--- config.mk ---
export PLATFORM = sky130hd
export DESIGN_NAME = fspd_ctrl
export DESIGN_NICKNAME = d
export VERILOG_FILES = /design/src/include/fspd_pkg.sv /design/src/logic/fspd_ctrl.sv
export VERILOG_INCLUDE_DIRS = /design/src /design/src/include
export SDC_FILE = /design/constraint.sdc
export NUM_CORES = 1
export LEC_CHECK = 0
export BUFFER_PORTS_ARGS = -buffer_cell sky130_fd_sc_hd__buf_2
export CAP_MARGIN = 5
export CORE_MARGIN = 4
export CORE_UTILIZATION = 55
export DETAILED_ROUTE_END_ITERATION = 7
export GPL_TIMING_DRIVEN = 0
export PLACE_DENSITY = 0.77
export SYNTH_ARGS = -nofsm -noshare
export SYNTH_HDL_FRONTEND = slang
export SYNTH_SLANG_ARGS = --single-unit
--- constraint.sdc ---
create_clock -name clk_sys_i -period 3.9 [get_ports clk_sys_i]
set_input_delay 0.39 -clock clk_sys_i [delete_from_list [all_inputs] [get_ports clk_sys_i]]
set_output_delay 0.39 -clock clk_sys_i [all_outputs]
set_load 0.1 [all_outputs]
--- src/include/fspd_defs.svh ---
// timing counts and register field positions for the safety switch pre-driver
// assumes a 250 MHz system clock
`ifndef FSPD_DEFS_SVH
`define FSPD_DEFS_SVH
`define FSPD_CLK_MHZ 250
`define FSPD_MASK_TIME_US 90
`define FSPD_MASK_CYCLES (`FSPD_MASK_TIME_US * `FSPD_CLK_MHZ)
`define FSPD_FILTER_TIME_NS 100
`define FSPD_FILTER_CYCLES ((`FSPD_FILTER_TIME_NS * `FSPD_CLK_MHZ + 999) / 1000)
`define FSPD_CFG_TH_LSB 0
`define FSPD_CFG_EN_BIT 2
`define FSPD_FLT_VDS_BIT 10
`define FSPD_PIN_INHIBIT_BIT 0
`define FSPD_PIN_ECHO_BIT 7
`define FSPD_CHANNELS 4
`define FSPD_PKG_MULTI 2'h1
`endif

--- src/include/fspd_pkg.sv ---
// types for the safety switch pre-driver
// no assumptions
package fspd_pkg;
    typedef enum logic [1:0] {
        fspd_off_type_s = 2'h0,
        fspd_idle_type_s = 2'h1,
        fspd_run_type_s = 2'h3
    } fspd_state_type;
    typedef struct packed {
        logic enable;
        logic [1:0] threshold;
    } fspd_cfg_type;
endpackage

--- src/logic/fspd_ctrl.sv ---
// safety switch pre-driver control: gating, vds monitor, fault latch, package channels
// assumes comparator and pin inputs are asynchronous; config write is a one-cycle strobe
`timescale 1ns/1ps
`include "fspd_defs.svh"
module fspd_ctrl import fspd_pkg::*; #(
    parameter int MASK_CYCLES = `FSPD_MASK_CYCLES,
    parameter int FILTER_CYCLES = `FSPD_FILTER_CYCLES,
    parameter int CHANNELS = `FSPD_CHANNELS
) (
    // clock and reset
    input wire logic clk_sys_i,
    input wire logic sys_rst_i,
    // device state and nvm
    input wire logic dev_active_i,
    input wire logic nvm_done_i,
    input wire logic nvm_crc_ok_i,
    input wire logic [1:0] nvm_pkg_code_i,
    // configuration and command
    input wire logic cfg_wr_i,
    input wire logic [2:0] cfg_wdata_i,
    input wire logic gate_cmd_i,
    input wire logic fault_rd_i,
    // pins and monitors
    input wire logic driver_inhibit_pin_i,
    input wire logic [3:0] vds_over_i,
    input wire logic clk_stuck_i,
    input wire logic core_ov_i,
    // outputs
    output logic [3:0] safety_gate_out_o,
    output logic [3:0] ch_enabled_o,
    output logic [1:0] vds_threshold_o,
    output logic [2:0] safety_switch_config_reg_o,
    output logic [15:0] service_fault_reg_o,
    output logic [7:0] pin_level_reg_o,
    output logic fault_o,
    output logic [1:0] state_o
);

    if (CHANNELS != 4 || MASK_CYCLES < 1 || FILTER_CYCLES < 1) begin : g_bad_param
        $error("unsupported parameter values");
    end

    localparam int CW = $clog2(MASK_CYCLES + FILTER_CYCLES + 2);

    ////////////////////////////////////////////////////////////////////////////
    // synchronisers
    logic [5:0] sync1_reg;
    logic [5:0] sync2_reg;
    always_ff @(posedge clk_sys_i or posedge sys_rst_i) begin
        if (sys_rst_i) begin
            sync1_reg <= 6'h0;
            sync2_reg <= 6'h0;
        end else begin
            sync1_reg <= {driver_inhibit_pin_i, vds_over_i, clk_stuck_i | core_ov_i};
            sync2_reg <= sync1_reg;
        end
    end
    logic pin_en;
    logic [3:0] vds_over;
    logic int_fault;
    assign pin_en = sync2_reg[5];
    assign vds_over = sync2_reg[4:1];
    assign int_fault = sync2_reg[0];

    ////////////////////////////////////////////////////////////////////////////
    // package channel capture
    logic [3:0] ch_en_reg, ch_en_next;
    logic pkg_done_reg, pkg_done_next;
    always_comb begin
        ch_en_next = ch_en_reg;
        pkg_done_next = pkg_done_reg;
        if (!pkg_done_reg && nvm_done_i) begin
            pkg_done_next = 1'b1;
            if (nvm_crc_ok_i && nvm_pkg_code_i == `FSPD_PKG_MULTI)
                ch_en_next = 4'hf;
            else
                ch_en_next = 4'h1;
        end
    end
    always_ff @(posedge clk_sys_i or posedge sys_rst_i) begin
        if (sys_rst_i) begin
            ch_en_reg <= 4'h0;
            pkg_done_reg <= 1'b0;
        end else begin
            ch_en_reg <= ch_en_next;
            pkg_done_reg <= pkg_done_next;
        end
    end

    ////////////////////////////////////////////////////////////////////////////
    // config, fault latch and state
    fspd_cfg_type cfg_reg, cfg_next;
    logic fault_reg, fault_next;
    fspd_state_type st_reg, st_next;
    logic [3:0] trip;
    logic hw_off;
    assign hw_off = !pin_en || int_fault;
    always_comb begin
        cfg_next = cfg_reg;
        fault_next = fault_reg;
        st_next = st_reg;
        if (fault_rd_i)
            fault_next = 1'b0;
        if (|trip) begin
            fault_next = 1'b1;
            cfg_next.enable = 1'b0;
        end
        if (cfg_wr_i) begin
            cfg_next.threshold = cfg_wdata_i[`FSPD_CFG_TH_LSB +: 2];
            if (!(fault_reg || |trip))
                cfg_next.enable = cfg_wdata_i[`FSPD_CFG_EN_BIT];
        end
        unique case (st_reg)
            fspd_off_type_s: if (dev_active_i) st_next = fspd_idle_type_s;
            fspd_idle_type_s: if (cfg_next.enable && !hw_off && !fault_next)
                st_next = fspd_run_type_s;
            fspd_run_type_s: if (!cfg_next.enable || hw_off || fault_next)
                st_next = fspd_idle_type_s;
            default: st_next = fspd_off_type_s;
        endcase
        if (!dev_active_i) begin
            st_next = fspd_off_type_s;
            cfg_next = '0;
            fault_next = 1'b0;
        end
    end
    always_ff @(posedge clk_sys_i or posedge sys_rst_i) begin
        if (sys_rst_i) begin
            cfg_reg <= '0;
            fault_reg <= 1'b0;
            st_reg <= fspd_off_type_s;
        end else begin
            cfg_reg <= cfg_next;
            fault_reg <= fault_next;
            st_reg <= st_next;
        end
    end

    ////////////////////////////////////////////////////////////////////////////
    // per channel gate, blanking and filter
    logic [3:0] digital_on;
    logic [3:0] gate_reg;
    genvar g;
    generate
        for (g = 0; g < 4; g++) begin : g_ch
            logic [CW-1:0] cnt_reg, cnt_next;
            logic trip_c;
            assign digital_on[g] = (st_reg == fspd_run_type_s) && gate_cmd_i
                && ch_en_reg[g];
            always_comb begin
                cnt_next = cnt_reg;
                trip_c = 1'b0;
                if (!gate_reg[g]) begin
                    cnt_next = '0;
                end else if (cnt_reg < CW'(MASK_CYCLES)) begin
                    cnt_next = cnt_reg + 1'b1;
                end else if (!vds_over[g]) begin
                    cnt_next = CW'(MASK_CYCLES);
                end else if (cnt_reg < CW'(MASK_CYCLES + FILTER_CYCLES - 1)) begin
                    cnt_next = cnt_reg + 1'b1;
                end else begin
                    trip_c = 1'b1;
                    cnt_next = CW'(MASK_CYCLES);
                end
            end
            assign trip[g] = trip_c;
            always_ff @(posedge clk_sys_i or posedge sys_rst_i) begin
                if (sys_rst_i)
                    cnt_reg <= '0;
                else
                    cnt_reg <= cnt_next;
            end
        end
    endgenerate

    logic [3:0] gate_next;
    always_comb begin
        gate_next = digital_on & ~{4{|trip}};
        if (hw_off)
            gate_next = 4'h0;
    end
    always_ff @(posedge clk_sys_i or posedge sys_rst_i) begin
        if (sys_rst_i)
            gate_reg <= 4'h0;
        else
            gate_reg <= gate_next;
    end

    logic echo_reg, echo_next;
    always_comb begin
        echo_next = hw_off && cfg_reg.enable;
    end
    always_ff @(posedge clk_sys_i or posedge sys_rst_i) begin
        if (sys_rst_i)
            echo_reg <= 1'b0;
        else
            echo_reg <= echo_next;
    end

    ////////////////////////////////////////////////////////////////////////////
    // outputs
    assign safety_gate_out_o = gate_reg & ~{4{hw_off}};
    assign ch_enabled_o = ch_en_reg;
    assign vds_threshold_o = cfg_reg.threshold;
    assign safety_switch_config_reg_o = {cfg_reg.enable, cfg_reg.threshold};
    assign service_fault_reg_o = 16'(fault_reg) << `FSPD_FLT_VDS_BIT;
    assign pin_level_reg_o = {echo_reg, 6'h0, pin_en};
    assign fault_o = fault_reg;
    assign state_o = st_reg;

    ////////////////////////////////////////////////////////////////////////////
    // assertions
    // checker helper: cycles that gate 0 has stood high, saturating
    logic [CW-1:0] on_cnt_reg, on_cnt_next;
    always_comb begin
        on_cnt_next = '0;
        if (gate_reg[0] && on_cnt_reg != '1)
            on_cnt_next = on_cnt_reg + 1'b1;
        else if (gate_reg[0])
            on_cnt_next = on_cnt_reg;
    end
    always_ff @(posedge clk_sys_i or posedge sys_rst_i) begin
        if (sys_rst_i)
            on_cnt_reg <= '0;
        else
            on_cnt_reg <= on_cnt_next;
    end

    property p_gate_needs_en;
        @(posedge clk_sys_i) disable iff (sys_rst_i)
        |safety_gate_out_o |-> $past(cfg_reg.enable);
    endproperty
    a_gate_needs_en: assert property (p_gate_needs_en) else $error("gate without enable");

    property p_thr;
        @(posedge clk_sys_i) disable iff (sys_rst_i)
        cfg_wr_i && dev_active_i |=> vds_threshold_o == $past(cfg_wdata_i[1:0]);
    endproperty
    a_thr: assert property (p_thr) else $error("threshold not taken");

    property p_blank;
        @(posedge clk_sys_i) disable iff (sys_rst_i)
        trip[0] |-> on_cnt_reg >= CW'(MASK_CYCLES + FILTER_CYCLES - 1);
    endproperty
    a_blank: assert property (p_blank) else $error("trip in blanking");

    property p_trip;
        @(posedge clk_sys_i) disable iff (sys_rst_i)
        |trip && dev_active_i |=> fault_reg && gate_reg == 4'h0;
    endproperty
    a_trip: assert property (p_trip) else $error("trip did not latch");

    property p_hold;
        @(posedge clk_sys_i) disable iff (sys_rst_i)
        fault_reg && !fault_rd_i && dev_active_i |=> fault_reg;
    endproperty
    a_hold: assert property (p_hold) else $error("fault lost");

    property p_inhibit;
        @(posedge clk_sys_i) disable iff (sys_rst_i)
        fault_reg |-> !cfg_reg.enable;
    endproperty
    a_inhibit: assert property (p_inhibit) else $error("enable during fault");

    property p_pin;
        @(posedge clk_sys_i) disable iff (sys_rst_i)
        !pin_en |-> safety_gate_out_o == 4'h0;
    endproperty
    a_pin: assert property (p_pin) else $error("gate with pin low");

    property p_run_gate;
        @(posedge clk_sys_i) disable iff (sys_rst_i)
        st_reg == fspd_run_type_s && gate_cmd_i && !(|trip) && !hw_off
            |=> gate_reg == $past(ch_en_reg);
    endproperty
    a_run_gate: assert property (p_run_gate) else $error("gate not following command");

    property p_setwins;
        @(posedge clk_sys_i) disable iff (sys_rst_i)
        fault_rd_i && |trip && dev_active_i |=> fault_reg;
    endproperty
    a_setwins: assert property (p_setwins) else $error("clear beat set");

    property p_off;
        @(posedge clk_sys_i) disable iff (sys_rst_i)
        !dev_active_i |=> safety_switch_config_reg_o == 3'h0 && !fault_reg;
    endproperty
    a_off: assert property (p_off) else $error("off state not default");

endmodule // fspd_ctrl

# Word level (Yosys, flattened, before mapping)
# Index checks and enable logic that the tools add are counted.
# totals
in_bits	20
regBits	88
# op_classes
bitwise_logic	5
addsub	4
n_reduce_logical	22
n_mux	45
n_lt_le_gt_ge	8
eq_ne	6
# ops
op	count
two-way mux 15 bit	16
< comparator 15 bit (second input constant)	8
adder 15 x 1 -> 15 bit (second input constant)	4
two-way mux 1 bit	21
logical AND 1 bit	10
bitwise AND 4 bit	2
two-way mux 4 bit	2
NOT 4 bit	2
two-way mux 2 bit	3
two-way mux 3 bit	2
!= test 3 bit (second input constant)	2
one-hot mux 2 bit (3 select lines)	1
zero test 1 bit	5
equality test 2 x 1 -> 1 bit (second input constant)	2
logical OR 1 bit	4
OR reduction 4 bit	1
equality test 2 bit (second input constant)	1
zero test 2 bit	1
!= test 2 x 1 -> 1 bit (second input constant)	1
AND reduction 2 bit	1
bitwise OR 1 bit	1

# Longest topological paths before layout
# depth
depth_word	15
depth_mapped	6

# Least setup slack after synthesis
# OpenSTA, ideal clock, no wires.
# synth_timing
kind	reg-to-output
startpoint	register gate_reg[2]
endpoint	output port safety_gate_out_o[2]
path_stages_with_launch	5
t_arrival_ns	1.923
path_slack_ns	1.587
path_buffers	3
path_cell_list	dfrtp_1 > buf_2 > clkbuf_1 > and2_1 > buf_4
# synth_between
elab_chain_len	1
# synth_rtl
item	line	rtl
start: declaration	fspd_ctrl.sv:142	logic [3:0] gate_reg;
start signal: assignment	fspd_ctrl.sv:186	gate_reg <= gate_next;
bitwise AND 4 bit	fspd_ctrl.sv:202	assign safety_gate_out_o = gate_reg & ~{4{hw_off}};
end: declaration	fspd_ctrl.sv:29	output logic [3:0] safety_gate_out_o,
# Every way passes these cells.

==> results_dict.tcl <==
set metrics [dict create \
    p_switching_w 0.000476 \
    h-tree-depth 3 \
    relSlewSlack 0.660 \
    worst_skew_pair.late_latency_ns 0.35 \
    timing.final.crit_share 0.627 \
    die_area_um2 8940 \
    yosysSeqAreaShare 0.504 \
    n_antenna_cell 0 \
    synth-simple-area-share 0.208 \
    startpoint_type "flip-flop" \
    overflow 0 \
    worst_pin_slew_ns 0.509 \
    fin_util 0.651 \
    top_usage_layer "met2" \
    grt_setup_unrepaired "no" \
    routedWlPerCell_um 14.1 \
    p_per_area_nw_per_um2 345 \
    yosysWarnings 0 \
    antenna_found_initial 0 \
    cts_made_buffers 9 \
    vias 3067 \
    leakage_nw 2.13 \
    synth_xor_area_frac 0.0957 \
    synthAdderAreaFrac 0.0122 \
    start_util 0.568 \
    cp.arrival_ns 2.06 \
    vias_per_cell 5.29 \
    whs_endpoint "sync1_reg[3]" \
    ir_worst_vdd_v 0.000209 \
    required_ns 3.51 \
    layout-drive-gt1-share 0.204 \
    status "finished, final reports clean" \
    area_delta_synth_final_pct 14.6 \
    drtIter0Drc 127 \
    drt_pre_antenna_iters 5 \
    avgSynthCellArea_um2 10.2 \
    ys_seq_elements 83 \
    cts_sinks 83 \
    largest_reg_flops 60 \
    pwr-share-seq 0.537 \
    min_from "vds_over_i[2]" \
    die_h_um 94.5 \
    cts-root-buf "clkbuf_8" \
    grt.met2_usage 0.346 \
    dp_hpwl_um 5810 \
    setup_viol 0 \
    clock_tree.buffer_depth 2 \
    die_w_um 94.5 \
    hold_viol 0 \
    synth_top_family_by_area "simple AND/OR/NAND/NOR gates" \
    synthArstFlopShare 1.00 \
    max_freq_mhz 409 \
    layout_common_cells "dfrtp_1, buf_2, nor2_1" \
    hold_path_depth 1 \
    grt_max_degree 64 \
    reg2regPathDepth 5 \
    core_um2 7250 \
    synth_edf_count 0 \
    cts-resized-gates 0 \
    first_global_vias 3135 \
    ys.flop_type "dfrtp_1" \
    critPathKind "flip-flop to output pin" \
    timing.setup.tns_ns 0 \
    synth.mux.area_fraction 0.00729 \
    ant_nets 0 \
    p_sw_frac 0.292 \
    holdCritPathClass "input port to flip-flop" \
    power_frac_comb 0.126 \
    globalplace.congestion 0.793 \
    cp_max_fo 10 \
    ios 60 \
    fin_skew_ns 0.00869 \
    totalWireLength_um 8150 \
    post_cts_buffers 0 \
    synth_compound_area_frac 0.0984 \
    reg2reg_slack_ns 2.12 \
    power.internal_w 0.00115 \
    rows 31 \
    regToRegEndpoint "state_o[1]" \
    netlist_area_um2 4120 \
    r2r_start "g_ch[1].cnt_reg[5]" \
    slew_violations 0 \
    gr-usage-met3 0.0438 \
    grt_util_all_layers 0.202 \
    p_clk_frac 0.337 \
    syn_inst 405 \
    use_met1 0.250 \
    nets 500 \
    synth_cell_types 47 \
    clkTransAtPathRegs_ns 0.09 \
    drc 0 \
    mostFrequentLayoutCell "dfrtp_1" \
    grt_pass1_wl_um 14200 \
    port_buffers 38 \
    endpoint_kind "output pin" \
    period_minus_slack_ns 2.45 \
    tritoncts "built" \
    cap_violations 0 \
]
## power groups by stage
stage                     registers [W]  logic, W  clock network [W]
after floorplan                0.000913  0.000156                  0
after global placement         0.000892  0.000200                  0
after detailed placement       0.000892  0.000205                  0
after CTS                      0.000875  0.000206           0.000561
after global routing           0.000877  0.000215           0.000602
final                          0.000875  0.000205           0.000549
## through the flow
step / setup slack, ns / total power, W / std cells / instance area, um^2 / hold slack, ns
after global routing: 1.29 / 0.00169 / 580 / 4720 / 0.120
after global placement: 0.452 / 0.00109 / 562 / 4510 / 0.333
final: 1.45 / 0.00163 / 580 / 4720 / 0.143
after detailed placement: 1.78 / 0.00110 / 563 / 4540 / 0.336
after floorplan: 1.37 / 0.00107 / 425 / 4190 / 0.331
after CTS: 1.38 / 0.00164 / 580 / 4720 / 0.126
## how the worst max path moves through the flow
stage | slack [ns] | depth (start not counted) | end | from
floorplan | 1.37 | 1 | ch_enabled_o[0] | sys_rst_i
global placement | 0.45 | 2 | g_ch[3].cnt_reg[6] | sys_rst_i
detailed placement | 1.78 | 5 | safety_gate_out_o[2] | gate_reg[2]
CTS | 1.38 | 5 | safety_gate_out_o[3] | gate_reg[2]
global route | 1.29 | 5 | safety_gate_out_o[2] | gate_reg[2]
finish | 1.45 | 5 | safety_gate_out_o[3] | gate_reg[2]
## cell usage after synthesis (7+ instances only)
master,number,share of area
dfrtp_1,83,0.50
a21boi_0,14,0.026
xor2_1,24,0.051
and3_1,15,0.023
nand4_1,17,0.026
inv_1,11,0.010
nor2b_1,10,0.015
buf_4,31,0.056
nand2_1,24,0.022
nor2_1,35,0.032
xnor2_1,21,0.045
nand3_1,19,0.023
nor3_1,7,0.0085
a21oi_1,21,0.026
## layout make-up
class | count | area (um^2)
plain buffers | 38 | 262
flip-flops and latches | 83 | 2080
repair buffers | 40 | 228
multi-input cells | 293 | 1810
clock buffers | 11 | 141
fillers | 606 | 2530
inverters | 11 | 43.8
clock inverters | 5 | 28.8
well taps | 99 | 124
## critical path, cell delays in order, from the launching register on
cell and delay, ns:
dfrtp_1 0.32, buf_2 0.22, clkbuf_1 0.41, and2_1 0.24, buf_4 0.11, buf_2 0.41
## timing repair
item | CTS | global route
hold endpoints to repair | 10 | 0
hold buffers | 1 | 0
setup endpoints to repair | 0 | 0
## routing by layer
layer / routed length [um] / up-vias / share of wire
met4: 72 / 0 / 0.0088
met5: 0 / - / 0
met3: 406 / 7 / 0.050
met2: 4110 / 70 / 0.50
met1: 3560 / 1497 / 0.44
li1: - / 1493 / -
## kinds of logic (layout without fill, tap and decap cells)
family | Yosys count | after routing
other | 1 | 21
and+or+nand+nor | 157 | 157
DFF | 83 | 83
muxes | 3 | 3
AOI/OAI and AO/OA | 63 | 63
buffers and inverters | 49 | 105
xor gates and xnor gates | 45 | 45
adders and majority gates | 4 | 4
(Power assumes the default switching activity.)
